**src/verilog/strap_capture_regs.vh**
```
`ifndef STRAP_CAPTURE_REGS_VH
`define STRAP_CAPTURE_REGS_VH
`define MODE_W          3
`define MODE_NORMAL     3'h0
`define MODE_EEPROM     3'h1
`define STS_W           7
`define STS_CCLK_DS     0
`define STS_CCLK_US     1
`define STS_HALT        2
`define STS_MODE_LO     3
`define STS_APWR_N      6
`define WARM_RST_NS     100
`define CLK_PERIOD_NS   5
`define WARM_RST_CYC    ((`WARM_RST_NS + `CLK_PERIOD_NS - 1) / `CLK_PERIOD_NS)
`endif

```
**src/verilog/strap_capture.v**
```verilog
`timescale 1ns/1ps
`include "strap_capture_regs.vh"
module strap_capture #(
	parameter DS_PORTS     = 3,
	parameter WARM_RST_CYC = `WARM_RST_CYC
) (
	input  wire                 CLK_I, // Core clock from the PLL
	input  wire                 SYS_RST_I,
	input  wire                 FUNDAMENTAL_RESET_PIN_N_I,
	input  wire                 COMMON_CLOCK_DOWNSTREAM_STRAP_I,
	input  wire                 COMMON_CLOCK_UPSTREAM_STRAP_I,
	input  wire                 HOLD_IN_RESET_STRAP_I,
	input  wire [`MODE_W-1:0]   SWITCH_OPERATING_MODE_STRAP_I,
	input  wire                 AUX_POWER_DISABLE_STRAP_N_I,
	input  wire                 EEPROM_WR_I,
	input  wire                 EEPROM_CCLK_DS_I,
	input  wire                 EEPROM_CCLK_US_I,
	input  wire                 EEPROM_HALT_I,
	input  wire                 EEPROM_APWR_N_I,
	input  wire                 EEPROM_DONE_I,
	input  wire                 SW_HALT_CLR_I,
	input  wire                 SW_FUNDAMENTAL_RESET_REQUEST_BIT_I,
	input  wire                 SW_SCLK_WR_I,
	input  wire [DS_PORTS:0]    SW_SCLK_DATA_I,
	output reg  [`STS_W-1:0]    SWITCH_STATUS_O,
	output reg  [DS_PORTS:0]    SLOT_CLOCK_CFG_O,
	output reg                  HOLD_IN_RESET_CTL_O,
	output reg                  CORE_RESET_O,
	output reg                  SMBUS_MASTER_EN_O,
	output reg                  EEPROM_LOAD_EN_O,
	output reg                  MODE_RESERVED_O,
	output reg                  AUX_POWER_EN_O,
	output reg                  STICKY_CLEAR_O
);
	localparam ST_RESET = 2'h0;
	localparam ST_LOAD  = 2'h1;
	localparam ST_HALT  = 2'h2;
	localparam ST_RUN   = 2'h3;
	localparam CNT_W    = 16;

	////////////////////////////////////////////////////////////////////////
	wire [7:0] raw_vec;
	wire [7:0] sync_vec;
	assign raw_vec = {FUNDAMENTAL_RESET_PIN_N_I, AUX_POWER_DISABLE_STRAP_N_I,
		SWITCH_OPERATING_MODE_STRAP_I, HOLD_IN_RESET_STRAP_I,
		COMMON_CLOCK_UPSTREAM_STRAP_I, COMMON_CLOCK_DOWNSTREAM_STRAP_I};

	strap_sync #(.W(8)) u_sync (
		.clk_i  (CLK_I),
		.rst_i  (SYS_RST_I),
		.async_i(raw_vec),
		.sync_o (sync_vec)
	);

	wire pin_n = sync_vec[7];

	function mode_is_eeprom;
		input [`MODE_W-1:0] m;
		begin
			mode_is_eeprom = (m == `MODE_EEPROM);
		end
	endfunction

	function mode_is_reserved;
		input [`MODE_W-1:0] m;
		begin
			mode_is_reserved = (m != `MODE_NORMAL) && (m != `MODE_EEPROM);
		end
	endfunction

	////////////////////////////////////////////////////////////////////////
	reg              pin_n_ff;
	reg [6:0]        strap_ff;
	reg [6:0]        eff_ff;
	reg [1:0]        state_ff;
	reg [CNT_W-1:0]  warm_cnt_ff;
	reg              halt_ff;
	reg [1:0]        nxt_state;
	reg [6:0]        nxt_eff;
	reg              nxt_halt;

	wire pin_release = pin_n & ~pin_n_ff;
	wire pin_assert  = ~pin_n;
	wire warm_busy   = (warm_cnt_ff != {CNT_W{1'b0}});
	wire [`MODE_W-1:0] mode = strap_ff[5:3];

	// Sampled straps: only at pin release, otherwise held
	always @(posedge CLK_I) begin
		if (SYS_RST_I) begin
			pin_n_ff <= 1'b0;
			strap_ff <= 7'h00;
		end else begin
			pin_n_ff <= pin_n;
			if (pin_release) begin
				strap_ff <= sync_vec[6:0];
			end
			// Fundamental_reset_request_bit-started resets keep strap_ff as is
		end
	end

	// Reset request counter for warm reset from software
	always @(posedge CLK_I) begin
		if (SYS_RST_I) begin
			warm_cnt_ff <= {CNT_W{1'b0}};
		end else if (SW_FUNDAMENTAL_RESET_REQUEST_BIT_I && state_ff != ST_RESET) begin
			warm_cnt_ff <= WARM_RST_CYC[CNT_W-1:0];
		end else if (warm_busy) begin
			warm_cnt_ff <= warm_cnt_ff - 16'h0001;
		end
	end

	////////////////////////////////////////////////////////////////////////
	// Held in reset on the capture edge too, else the stale vector is taken
	wire hold_reset = pin_assert || pin_release || warm_busy;

	// Sequencer next state; pin dominates all states, a warm request all but ST_RESET
	always @* begin
		nxt_state = state_ff;
		nxt_eff   = eff_ff;
		nxt_halt  = halt_ff;
		if (hold_reset) begin
			nxt_state = ST_RESET;
		end else begin
			case (state_ff)
				ST_RESET: begin
					// Latched or reused straps become working values
					nxt_eff   = strap_ff;
					nxt_halt  = strap_ff[`STS_HALT];
					nxt_state = mode_is_eeprom(mode) ? ST_LOAD : ST_HALT;
				end
				ST_LOAD: begin
					if (EEPROM_WR_I) begin
						// Mode bits never overridden
						nxt_eff[`STS_CCLK_DS] = EEPROM_CCLK_DS_I;
						nxt_eff[`STS_CCLK_US] = EEPROM_CCLK_US_I;
						nxt_eff[`STS_APWR_N]  = EEPROM_APWR_N_I;
						nxt_halt              = EEPROM_HALT_I;
					end
					if (EEPROM_DONE_I) begin
						nxt_state = ST_HALT;
					end
				end
				ST_HALT: begin
					if (SW_HALT_CLR_I) begin
						nxt_halt = 1'b0;
					end
					if (!halt_ff || SW_HALT_CLR_I) begin
						nxt_state = ST_RUN;
					end
				end
				ST_RUN: begin
					nxt_state = ST_RUN;
				end
				default: begin
					nxt_state = ST_RESET;
				end
			endcase
		end
	end

	always @(posedge CLK_I) begin
		if (SYS_RST_I) begin
			state_ff <= ST_RESET;
			eff_ff   <= 7'h00;
			halt_ff  <= 1'b0;
		end else begin
			state_ff <= nxt_state;
			eff_ff   <= nxt_eff;
			halt_ff  <= nxt_halt;
		end
	end

	////////////////////////////////////////////////////////////////////////
	// Slot clock bits: seeded every cycle in load and halt, then software owned
	always @(posedge CLK_I) begin
		if (SYS_RST_I) begin
			SLOT_CLOCK_CFG_O <= {(DS_PORTS+1){1'b0}};
		end else if (state_ff == ST_LOAD || state_ff == ST_HALT) begin
			// Reseeded until run so loader overrides land as well
			SLOT_CLOCK_CFG_O <= {{DS_PORTS{eff_ff[`STS_CCLK_DS]}},
				eff_ff[`STS_CCLK_US]};
		end else if (SW_SCLK_WR_I) begin
			SLOT_CLOCK_CFG_O <= SW_SCLK_DATA_I;
		end
	end

	// Outputs registered
	always @(posedge CLK_I) begin
		if (SYS_RST_I) begin
			SWITCH_STATUS_O     <= 7'h00;
			HOLD_IN_RESET_CTL_O <= 1'b0;
			CORE_RESET_O        <= 1'b1;
			SMBUS_MASTER_EN_O   <= 1'b0;
			EEPROM_LOAD_EN_O    <= 1'b0;
			MODE_RESERVED_O     <= 1'b0;
			AUX_POWER_EN_O      <= 1'b0;
			STICKY_CLEAR_O      <= 1'b0;
		end else begin
			SWITCH_STATUS_O     <= strap_ff;
			HOLD_IN_RESET_CTL_O <= halt_ff;
			CORE_RESET_O        <= (state_ff != ST_RUN);
			SMBUS_MASTER_EN_O   <= (state_ff == ST_HALT) || (state_ff == ST_RUN)
				|| (state_ff == ST_LOAD);
			EEPROM_LOAD_EN_O    <= (state_ff == ST_LOAD);
			MODE_RESERVED_O     <= mode_is_reserved(mode);
			AUX_POWER_EN_O      <= eff_ff[`STS_APWR_N] && (state_ff == ST_RUN);
			STICKY_CLEAR_O      <= !eff_ff[`STS_APWR_N] && (state_ff != ST_RUN
				|| !AUX_POWER_EN_O);
		end
	end
endmodule // strap_capture

```
**src/verilog/strap_sync.v**
```verilog
`timescale 1ns/1ps
`include "strap_capture_regs.vh"
module strap_sync #(
	parameter W = 8
) (
	input  wire         clk_i,
	input  wire         rst_i,
	input  wire [W-1:0] async_i,
	output wire [W-1:0] sync_o
);
	reg [W-1:0] meta_ff;
	reg [W-1:0] sync_ff;
	// Two stages; first stage read only by the second
	always @(posedge clk_i) begin
		if (rst_i) begin
			meta_ff <= {W{1'b0}};
			sync_ff <= {W{1'b0}};
		end else begin
			meta_ff <= async_i;
			sync_ff <= meta_ff;
		end
	end
	assign sync_o = sync_ff;
endmodule // strap_sync
```
**config.mk**
```make
export PLATFORM = sky130hd
export DESIGN_NAME = strap_capture
export DESIGN_NICKNAME = d
export VERILOG_FILES = /design/src/verilog/strap_capture.v /design/src/verilog/strap_sync.v
export VERILOG_INCLUDE_DIRS = /design/src /design/src/verilog
export SDC_FILE = /design/constraint.sdc
export NUM_CORES = 1
export LEC_CHECK = 0
export ABC_AREA = 0
export BUFFER_PORTS_ARGS = -buffer_cell sky130_fd_sc_hd__buf_2
export CORE_ASPECT_RATIO = 0.7
export CORE_MARGIN = 10
export CORE_UTILIZATION = 55
export DETAILED_ROUTE_END_ITERATION = 12
export MAX_ROUTING_LAYER = met4
export PLACE_DENSITY_LB_ADDON = 0.12
export SLEW_MARGIN = 30
export SYNTH_ARGS = -nofsm -noshare
export SYNTH_HDL_FRONTEND = slang
export SYNTH_SLANG_ARGS = --single-unit
```
**constraint.sdc**
```tcl
create_clock -name CLK_I -period 2.64 [get_ports CLK_I]
set_input_delay 0.132 -clock CLK_I [delete_from_list [all_inputs] [get_ports CLK_I]]
set_output_delay 0.132 -clock CLK_I [all_outputs]
set_load 0.02 [all_outputs]
```
==> results.sh, run 1 <==
export IMPL_outcome="finished clean"
export IMPL_critPathKind="flip-flop to flip-flop"
export IMPL_layout_drive_gt1_share=0.222
export IMPL_p_leak_nw=1.24
export IMPL_startpoint_type="flip-flop"
export IMPL_synth_distinct_cells=44
export IMPL_yosys_warnings=0
export IMPL_end_kind="flip-flop"
export IMPL_clk_latency_ns=0.32
export IMPL_path_cells="inv_1, ha_1, or4b_4, nor4_4, buf_4, or4_1, a21oi_1"
export IMPL_slew_headroom=0.429
export IMPL_yosys_top_cells_area="dfxtp_1 50%, nor2b_1 7.3%, mux2i_1 4.3%"
export IMPL_worst_slack_ns=0.574
export IMPL_yosysMostFrequentCell="dfxtp_1"
export IMPL_crit_slowest_cell="or4b_4"
export IMPL_dieArea_sq_mm=0.00782
export IMPL_cts_root_buf="clkbuf_8"
export IMPL_clockBufferDepth=2
export IMPL_nets=333
export IMPL_num_vias=1976
export IMPL_grt_max_degree=50
export IMPL_clk_pin_slew_ns=0.06
export IMPL_multi_input_area_sq_mm=0.00118
export IMPL_drv_slew=0
export IMPL_fmax_mhz=484
export IMPL_clock_sinks=64
export IMPL_overflow=0
export IMPL_switching_share=0.309
export IMPL_fp_dieH_um=77.1
export IMPL_avgRoutedWirePerCell_um=14.4
export IMPL_crit_path_max_fanout=9
export IMPL_cp_endpoint="warm_cnt_ff[13]"
export IMPL_row_count=20
export IMPL_place_worst_setup_slack_ns=0.594
export IMPL_ys_ff_latch=64
export IMPL_die_w_um=102
export IMPL_pwr_share_seq=0.415
export IMPL_vdd_drop_max_uv=538
export IMPL_cts_buffers=9
export IMPL_required_ns=2.85
export IMPL_power_clock_fraction=0.323
export IMPL_diodes=0
export IMPL_critical_path_startpoint="warm_cnt_ff[0]"
export IMPL_ant_nets=0
export IMPL_h_tree_depth=3
export IMPL_period_share=0.783
export IMPL_post_synth_top_area_cell="dfxtp_1"
export IMPL_clock_skew_ns=0.00391
export IMPL_register_area_sq_mm=0.00128
export IMPL_tritoncts="built"
export IMPL_syn_num_nets=292
export IMPL_r2r_start="warm_cnt_ff[0]"
export IMPL_grt_first_pass_wirelength_mm=8.79
export IMPL_synth_top_cell_area_share=0.501
export IMPL_grt_util_all_layers=0.143
export IMPL_cts_resized=0
export IMPL_wl_mm=5.21
export IMPL_start_util=0.581
export IMPL_p_sw_uw=848
export IMPL_synthCells=262
export IMPL_hpwlAfterDp_mm=3.82
export IMPL_holdWs_ns=0.0149
export IMPL_power_mw=2.74
export IMPL_syn_avg_cell_area_sq_um=9.76
export IMPL_grt_pass1_vias=1894
export IMPL_power_density_mw_per_mm2=914
export IMPL_yosys_top_cells_count="64 x dfxtp_1, 30 x nor2b_1, 20 x nor2_1"
export IMPL_ff2ff_setup_slack_ns=0.57
export IMPL_fin_util=0.681
export IMPL_via_per_inst=5.47
export IMPL_fillCellCount=356
export IMPL_place_gp_congestion=0.854
export IMPL_placement_io_buffers=40
export IMPL_synth_edf_count=0
export IMPL_arrival_ns=2.27
export IMPL_fin_crit_ns=2.07
export IMPL_grt_setup_unrepaired="false"
export IMPL_critPathMaxStageDelay_ns=0.51
export IMPL_area_delta_synth_final_pct=17.3
export IMPL_pwr_share_comb=0.262
export IMPL_firstDrtPassIters=5
export IMPL_worst_r2r_endpoint="warm_cnt_ff[13]"
export IMPL_post_cts_setup_buffers=0
export IMPL_postSynth_asyncResetShare=0
export IMPL_p_int_mw=1.89
export IMPL_hold_viol=0
export IMPL_min_path_type="input port to flip-flop"
export IMPL_syn_area_sq_mm=0.00256
export IMPL_drc=0
export IMPL_drt_iter0_markers=108
export IMPL_setup_viol=0
export IMPL_ioPinCount=41
export IMPL_setup_tns_ns=0
export IMPL_worst_slew_pin_slew_ns=0.855
export IMPL_r2r_cells=7
export IMPL_grt_antenna_before_repair=0
export IMPL_synth_seq_area_share=0.501
export IMPL_core_area_sq_mm=0.00440
export IMPL_maxCapViolCount=0
export IMPL_synth_flop_cell="dfxtp_1"
## how the worst min path moves through the flow
stage | startpoint | endpoint | slack [ns] | cells after the start
after detailed placement | COMMON_CLOCK_UPSTREAM_STRAP_I | u_sync.meta_ff[1] | 0.34 | 2
final | COMMON_CLOCK_UPSTREAM_STRAP_I | u_sync.meta_ff[1] | 0.01 | 2
after global placement | COMMON_CLOCK_DOWNSTREAM_STRAP_I | u_sync.meta_ff[0] | 0.34 | 2
after CTS | COMMON_CLOCK_UPSTREAM_STRAP_I | u_sync.meta_ff[1] | 0.001 | 2
after floorplan | COMMON_CLOCK_DOWNSTREAM_STRAP_I | u_sync.meta_ff[0] | 0.26 | 1
after global routing | COMMON_CLOCK_DOWNSTREAM_STRAP_I | u_sync.meta_ff[0] | 0.02 | 2
## area by class of cell
cell class                 instances  share of cell area
inverter                          11              0.0138
multi-input combinational        175               0.394
tap                               55              0.0229
sequential                        64               0.427
clock buffer                      11              0.0471
timing repair buffer              42              0.0726
clock inverter                     3              0.0225
## worst max-delay path: cells and delay by family, from the launching register on
kind            cells  cell delay, ns
fa+ha+maj           1            0.18
buf+inv             2            0.33
flops               1            0.32
simple gates        3            1.08
compound gates      1            0.05
## per-layer routing
layer / global-route usage / share of wire / vias to the layer above
met5: - / 0 / -
met4: 0.0528 / 0.0065 / 0
met3: 0.0546 / 0.080 / 4
met2: 0.201 / 0.43 / 51
met1: 0.181 / 0.48 / 919
li1: - / - / 1002
## sequential cells by signal, summed over array words and instances, names as in the netlist
name / flops
eff_ff: 3
strap_ff: 7
u_sync.meta_ff: 8
u_sync.sync_o: 8
SWITCH_STATUS_O: 7
SLOT_CLOCK_CFG_O: 4
HOLD_IN_RESET_CTL_O: 1
state_ff: 2
MODE_RESERVED_O: 1
CORE_RESET_O: 1
pin_n_ff: 1
warm_cnt_ff: 16
SMBUS_MASTER_EN_O: 1
halt_ff: 1
STICKY_CLEAR_O: 1
AUX_POWER_EN_O: 1
EEPROM_LOAD_EN_O: 1
## through the flow
step                std cells  area (sq um)
finish                    361          3000
global route              361          3000
CTS                       360          2990
detailed placement        346          2780
global placement          346          2780
floorplan                 262          2560
## placed cells by master (no fill, tap or decap), types with 8 or more instances in the layout
master / netlist / layout
nand2_1: 12 / 12
nor2b_1: 30 / 30
or4_1: 8 / 8
clkbuf_8: 0 / 10
a21oi_1: 19 / 19
mux2i_1: 11 / 11
nor2_1: 20 / 20
buf_2: 0 / 40
inv_1: 11 / 11
dfxtp_1: 64 / 64
## what timing repair did
item | in CTS | in global routing
hold buffers | 0 | 1
endpoints found under the hold margin | 0 | 1
setup endpoints to repair | 0 | 0
## logic make-up (layout without fill, tap and decap cells)
logic type	after synthesis	in the layout	share of synthesized area
AO/OA/AOI/OAI	50	50	0.129
AND/OR/NAND/NOR	103	103	0.239
XOR/XNOR	1	1	0.00343
flip-flops	64	64	0.501
adder cells (fa/ha/maj)	7	7	0.0342
multiplexers	14	14	0.0563
buffers and inverters	23	67	0.0367
## power groups by stage
stage               Combinational, mW  Sequential (mW)  Clock [mW]
finish                          0.718             1.14       0.887
global route                    0.808             1.15       0.950
CTS                             0.708             1.13       0.907
detailed placement              0.703             1.15           0
global placement                0.693             1.15           0
floorplan                       0.568             1.14           0
(Power assumes the default switching activity.)
==> inputs of run 2 (changes only) <==
--- a/config.mk
+++ b/config.mk
@@ -10,7 +10,7 @@
 export BUFFER_PORTS_ARGS = -buffer_cell sky130_fd_sc_hd__buf_2
 export CORE_ASPECT_RATIO = 0.7
 export CORE_MARGIN = 10
-export CORE_UTILIZATION = 55
+export CORE_UTILIZATION = 50
 export DETAILED_ROUTE_END_ITERATION = 12
 export MAX_ROUTING_LAYER = met4
 export PLACE_DENSITY_LB_ADDON = 0.12
==> constraint.sdc (replaced) <==
create_clock -name CLK_I -period 1.8 [get_ports CLK_I]
set_input_delay 0.09 -clock CLK_I [delete_from_list [all_inputs] [get_ports CLK_I]]
set_output_delay 0.09 -clock CLK_I [all_outputs]
set_load 0.02 [all_outputs]
==> run 2 against run 1 <==
Net effect:
- the flow now finishes with violations (setup timing)
- total power rose by 65%
- worst hold slack improved by 0.054 ns
- global-route usage fell by 0.41 points
- largest cell class unchanged
- combinational power rose by 110%
- clock skew rose by 0.0028 ns
- sequential share of layout area fell by 4.5 points
- die area rose by 7.7%
- final area rose by 12%
==> results.sh, run 2 (same netlist as run 1, synthesis figures left out) <==
export IMPL_r2r_cells=6
export IMPL_wl_mm=5.40
export IMPL_drv_slew=0
export IMPL_fp_dieH_um=79.8
export IMPL_critical_path_top_delay_family="simple AND/OR/NAND/NOR gates"
export IMPL_grt_first_pass_wirelength_mm=9.31
export IMPL_critPathKind="flip-flop to flip-flop"
export IMPL_worst_r2r_endpoint="halt_ff"
export IMPL_instances_no_fill=407
export IMPL_vdd_drop_max_uv=866
export IMPL_cts_root_buf="clkbuf_8"
export IMPL_dieArea_sq_mm=0.00842
export IMPL_p_leak_nw=1.40
export IMPL_power_density_mw_per_mm2=1340
export IMPL_clockBufferDepth=2
export IMPL_setup_viol=7
export IMPL_hpwlAfterDp_mm=3.90
export IMPL_end_kind="flip-flop"
export IMPL_path_buf_inv=2
export IMPL_grt_setup_unrepaired="true"
export IMPL_failed_checks="setup timing"
export IMPL_clock_skew_ns=0.00667
export IMPL_largest_register="warm_cnt_ff"
export IMPL_overflow=0
export IMPL_dp_cells=381
export IMPL_slew_headroom=0.749
export IMPL_crit_path_max_fanout=11
export IMPL_clk_pin_slew_ns=0.07
export IMPL_worst_slack_ns=-0.0431
export IMPL_fin_crit_ns=1.84
export IMPL_min_path_type="input port to flip-flop"
export IMPL_ioPinCount=41
export IMPL_diodes=0
export IMPL_final_common_cell="dfxtp_1"
export IMPL_layout_drive_gt1_share=0.337
export IMPL_clk_latency_ns=0.34
export IMPL_cts_buffers=9
export IMPL_grt_antenna_before_repair=0
export IMPL_fmax_mhz=543
export IMPL_critPathMaxStageDelay_ns=0.55
export IMPL_via_per_inst=4.96
export IMPL_fillCellCount=387
export IMPL_fin_util=0.692
export IMPL_die_w_um=105
export IMPL_ant_nets=0
export IMPL_core_area_sq_mm=0.00486
export IMPL_h_tree_depth=3
export IMPL_maxCapViolCount=0
export IMPL_hold_viol=0
export IMPL_path_cells="or4_4, buf_4, nor4_4, buf_6, a21oi_2, a311oi_2"
export IMPL_row_count=21
export IMPL_avgRoutedWirePerCell_um=13.3
export IMPL_grt_util_all_layers=0.139
export IMPL_nets=363
export IMPL_area_delta_synth_final_pct=31.6
export IMPL_ff2ff_setup_slack_ns=-0.04
export IMPL_outcome="finished, violations left"
export IMPL_worst_slew_pin_slew_ns=0.376
export IMPL_whs_endpoint="SLOT_CLOCK_CFG_O[1]"
export IMPL_startpoint_type="flip-flop"
export IMPL_arrival_ns=2.10
export IMPL_period_share=1.02
export IMPL_drt_iter0_markers=76
export IMPL_clock_sinks=64
export IMPL_start_util=0.526
export IMPL_hold_path_depth=3
export IMPL_r2r_start="warm_cnt_ff[7]"
export IMPL_place_gp_congestion=0.921
export IMPL_place_worst_setup_slack_ns=-0.109
export IMPL_required_ns=2.06
export IMPL_num_vias=2020
export IMPL_tritoncts="built"
export IMPL_drc=0
export IMPL_largest_reg_flops=16
export IMPL_crit_slowest_cell="or4_4"
export IMPL_grt_pass1_vias=1988
export IMPL_placement_io_buffers=40
export IMPL_final_cell_mix="60 x dfxtp_1, 40 x buf_2, 29 x nor2b_1"
export IMPL_firstDrtPassIters=4
export IMPL_grt_max_degree=31
export IMPL_holdCritStartpoint="SW_SCLK_DATA_I[1]"
run 2: cell count changes in the layout (fill, tap and decap cells not counted), sizes merged:
| cell | change |
|---|---|
| clkinvlp | +1 |
| clkinv | +2 |
| dlygate4sd3 | +7 |
| buf | +23 |
| clkbuf | -1 |
run 2: routing by layer:
layer  share of wire  vias up  track usage
met5               0        -            -
met2            0.40       42        0.193
met1            0.52      903        0.175
met3           0.063       11       0.0565
met4           0.012        0       0.0505
li1                -     1064            -
run 2: report_power, final:
part	internal, mW	total, mW	switching, mW
clock	0.821	1.37	0.550
sequential	1.55	1.66	0.110
combinational	0.754	1.49	0.737
run 2: worst max path at each step:
stage                              start        end  slack, ns  cells past startpoint
after floorplan           warm_cnt_ff[0]    halt_ff      -0.01                      7
after global placement    warm_cnt_ff[0]  eff_ff[0]      -0.01                      6
after detailed placement  warm_cnt_ff[0]  eff_ff[6]      -0.11                      6
after CTS                 warm_cnt_ff[0]    halt_ff      -0.04                      7
after global routing      warm_cnt_ff[1]    halt_ff      -0.13                      7
final                     warm_cnt_ff[7]    halt_ff      -0.04                      6
run 2: what timing repair did:
| action | in CTS | in global routing |
|---|---|---|
| hold buffers | 8 | 0 |
| gates resized for setup | 4 | 12 |
| endpoints found under the setup margin | 10 | 15 |
| buffers inserted | 1 | 1 |
| gates cloned | 0 | 0 |
| endpoints found under the hold margin | 8 | 0 |
| pin swaps | 6 | 8 |
run 2: stage by stage:
stage	hold WS [ns]	area, sq um	TNS (ns)	power [mW]
after floorplan	0.218	2580	-0.0128	2.53
after global placement	0.298	2980	-0.0322	2.98
after detailed placement	0.303	2980	-0.314	3.00
after CTS	0.0580	3310	-0.121	4.43
after global routing	0.0624	3370	-0.910	4.79
final	0.0691	3370	-0.162	4.52
run 2: final cells by class:
type | instances | area [sq um] | area share
Inverter | 11 | 41.3 | 0.0123
Timing Repair Buffer | 72 | 464 | 0.138
Multi-Input combinational cell | 175 | 1260 | 0.374
Clock buffer | 10 | 138 | 0.0409
Sequential cell | 64 | 1290 | 0.382
Clock inverter | 6 | 92.6 | 0.0275
Tap cell | 69 | 86.3 | 0.0257
run 2: worst register-to-register path, cell delays in order (launching register included):
cell	delay [ns]
dfxtp_2	0.33
or4_4	0.55
buf_4	0.16
nor4_4	0.30
buf_6	0.19
a21oi_2	0.07
a311oi_2	0.17
==> inputs of run 3 (changes only) <==
--- a/config.mk
+++ b/config.mk
@@ -17,4 +17,5 @@
 export SLEW_MARGIN = 30
 export SYNTH_ARGS = -nofsm -noshare
 export SYNTH_HDL_FRONTEND = slang
+export SYNTH_HIERARCHICAL = 1
 export SYNTH_SLANG_ARGS = --single-unit
==> run 3 against run 2 <==
Net effect:
- the flow still finishes with violations (setup timing)
- utilization down 0.38 points
- clock skew up 0.0025 ns
- critical path depth unchanged
- register-to-register slack about the same
==> results.sh, run 3 <==
export IMPL_outcome="finished, violations left"
export IMPL_failed_checks="setup timing"
export IMPL_grt_setup_unrepaired="true"
export IMPL_grt_util_all_layers=0.146
export IMPL_maxCapViolCount=0
export IMPL_nets=370
export IMPL_largest_reg_flops=16
export IMPL_grt_pass1_vias=2018
export IMPL_clock_skew_ns=0.00919
export IMPL_startpoint_type="flip-flop"
export IMPL_tritoncts="built"
export IMPL_wl_mm=6.05
export IMPL_slew_headroom=0.655
export IMPL_synth_distinct_cells=45
export IMPL_clockBufferDepth=2
export IMPL_die_w_um=107
export IMPL_largest_register="warm_cnt_ff"
export IMPL_grt_first_pass_wirelength_mm=9.62
export IMPL_power_density_mw_per_mm2=1630
export IMPL_vdd_drop_max_uv=820
export IMPL_postSynth_asyncResetShare=0
export IMPL_drt_iter0_markers=81
export IMPL_min_path_type="input port to flip-flop"
export IMPL_worst_slew_pin_slew_ns=0.516
export IMPL_ys_ff_latch=64
export IMPL_syn_avg_cell_area_sq_um=10.3
export IMPL_final_common_cell="dfxtp_1"
export IMPL_period_share=1.03
export IMPL_multi_input_area_sq_mm=0.00140
export IMPL_fin_crit_ns=1.85
export IMPL_power_mw=5.81
export IMPL_pwr_share_seq=0.304
export IMPL_clk_pin_slew_ns=0.07
export IMPL_ant_nets=0
export IMPL_start_util=0.510
export IMPL_pwr_share_comb=0.482
export IMPL_drv_slew=0
export IMPL_synth_seq_area_share=0.486
export IMPL_yosys_top_cells_area="dfxtp_1 49%, nor2b_1 4.0%, a21oi_1 4.0%"
export IMPL_fp_dieH_um=80.8
export IMPL_clk_latency_ns=0.34
export IMPL_yosysMostFrequentCell="dfxtp_1"
export IMPL_h_tree_depth=3
export IMPL_p_leak_nw=1.46
export IMPL_p_sw_mw=2.15
export IMPL_core_area_sq_mm=0.00517
export IMPL_ioPinCount=41
export IMPL_grt_max_degree=49
export IMPL_place_gp_congestion=0.838
export IMPL_drc=0
export IMPL_dieArea_sq_mm=0.00863
export IMPL_power_clock_fraction=0.215
export IMPL_area_delta_synth_final_pct=35.0
export IMPL_overflow=0
export IMPL_cts_root_buf="clkbuf_8"
export IMPL_synth_flop_cell="dfxtp_1"
export IMPL_clock_sinks=64
export IMPL_diodes=0
export IMPL_final_cell_mix="62 x dfxtp_1, 40 x buf_2, 31 x buf_4"
export IMPL_dp_cells=390
export IMPL_placement_io_buffers=40
export IMPL_place_worst_setup_slack_ns=-0.0204
export IMPL_yosys_warnings=6
export IMPL_post_synth_top_area_cell="dfxtp_1"
export IMPL_cts_buffers=9
export IMPL_end_kind="flip-flop"
export IMPL_crit_path_max_fanout=3
export IMPL_setup_viol=3
export IMPL_setup_tns_ns=-0.0684
export IMPL_firstDrtPassIters=4
export IMPL_syn_area_sq_mm=0.00264
export IMPL_switching_share=0.370
export IMPL_layout_drive_gt1_share=0.420
export IMPL_hold_viol=0
export IMPL_instances_no_fill=417
export IMPL_required_ns=2.08
export IMPL_grt_antenna_before_repair=0
export IMPL_synth_edf_count=0
export IMPL_fillCellCount=428
export IMPL_arrival_ns=2.12
export IMPL_avgRoutedWirePerCell_um=14.5
export IMPL_fmax_mhz=542
export IMPL_p_int_mw=3.66
export IMPL_holdWs_ns=0.0855
export IMPL_hpwlAfterDp_mm=4.31
export IMPL_syn_num_nets=286
export IMPL_ff2ff_setup_slack_ns=-0.05
export IMPL_num_vias=2149
export IMPL_yosys_top_cells_count="64 x dfxtp_1, 21 x a21oi_1, 20 x nor2_1"
export IMPL_register_area_sq_mm=0.00128
export IMPL_synth_top_cell_area_share=0.486
export IMPL_row_count=22
export IMPL_worst_slack_ns=-0.0455
export IMPL_via_per_inst=5.15
export IMPL_critPathKind="flip-flop to flip-flop"
export IMPL_synthCells=256
[run 3: power groups by stage]
stage / Sequential (mW) / Clock [mW] / Combinational [mW]
after floorplan: 1.80 / 0 / 1.40
after global placement: 1.76 / 0 / 2.32
after detailed placement: 1.76 / 0 / 2.36
after CTS: 1.73 / 1.27 / 2.45
after global routing: 1.79 / 1.34 / 3.01
final: 1.76 / 1.25 / 2.80
[run 3: logic make-up after synthesis]
kind of cell / Yosys count / synth area share
compound gates: 56 / 0.150
fa+ha+maj: 7 / 0.0332
buf+inv: 17 / 0.0327
flops: 64 / 0.486
mux: 13 / 0.0512
simple gates: 99 / 0.247
[run 3: final timing paths]
check                         to              start  depth (start not counted)
min reg2reg       STICKY_CLEAR_O     AUX_POWER_EN_O                          1
max reg2reg       warm_cnt_ff[6]     warm_cnt_ff[0]                          6
min          SLOT_CLOCK_CFG_O[1]  SW_SCLK_DATA_I[1]                          3
max               warm_cnt_ff[6]     warm_cnt_ff[0]                          6
[run 3: through the flow]
stage | util | cell area [sq um]
floorplan | - | 2650
finish | 0.689 | 3560
global placement | 0.605 | 3130
detailed placement | 0.605 | 3130
CTS | 0.664 | 3440
global route | 0.689 | 3560
[run 3: critical path: stages (launching register included)]
cell     delay [ns]
dfxtp_2        0.34
inv_2          0.07
ha_4           0.12
or4b_4         0.50
buf_6          0.14
or4_4          0.47
a21oi_2        0.14
[run 3: layout make-up]
type / count / area share
clock buffer: 10 / 0.0386
clock inverter: 6 / 0.0190
inverter: 8 / 0.00843
multi-input combinational: 175 / 0.393
sequential: 64 / 0.360
tap: 72 / 0.0253
timing repair buffer: 82 / 0.156
[run 3: layer usage]
layer  part of all wire  global-route usage  vias to the layer above
met5                  0                   -                        -
met3              0.045              0.0561                        8
met1               0.50               0.178                     1007
li1                   -                   -                     1086
met4              0.014              0.0553                        0
met2               0.44               0.217                       48
[run 3: timing repair]
action / 4_1_cts / 5_1_grt
hold buffers: 8 / 0
pin swaps: 3 / 4
endpoints found under the hold margin: 8 / 0
endpoints found under the setup margin: 9 / 19
gates resized for setup: 4 / 23
buffers inserted: 1 / 2
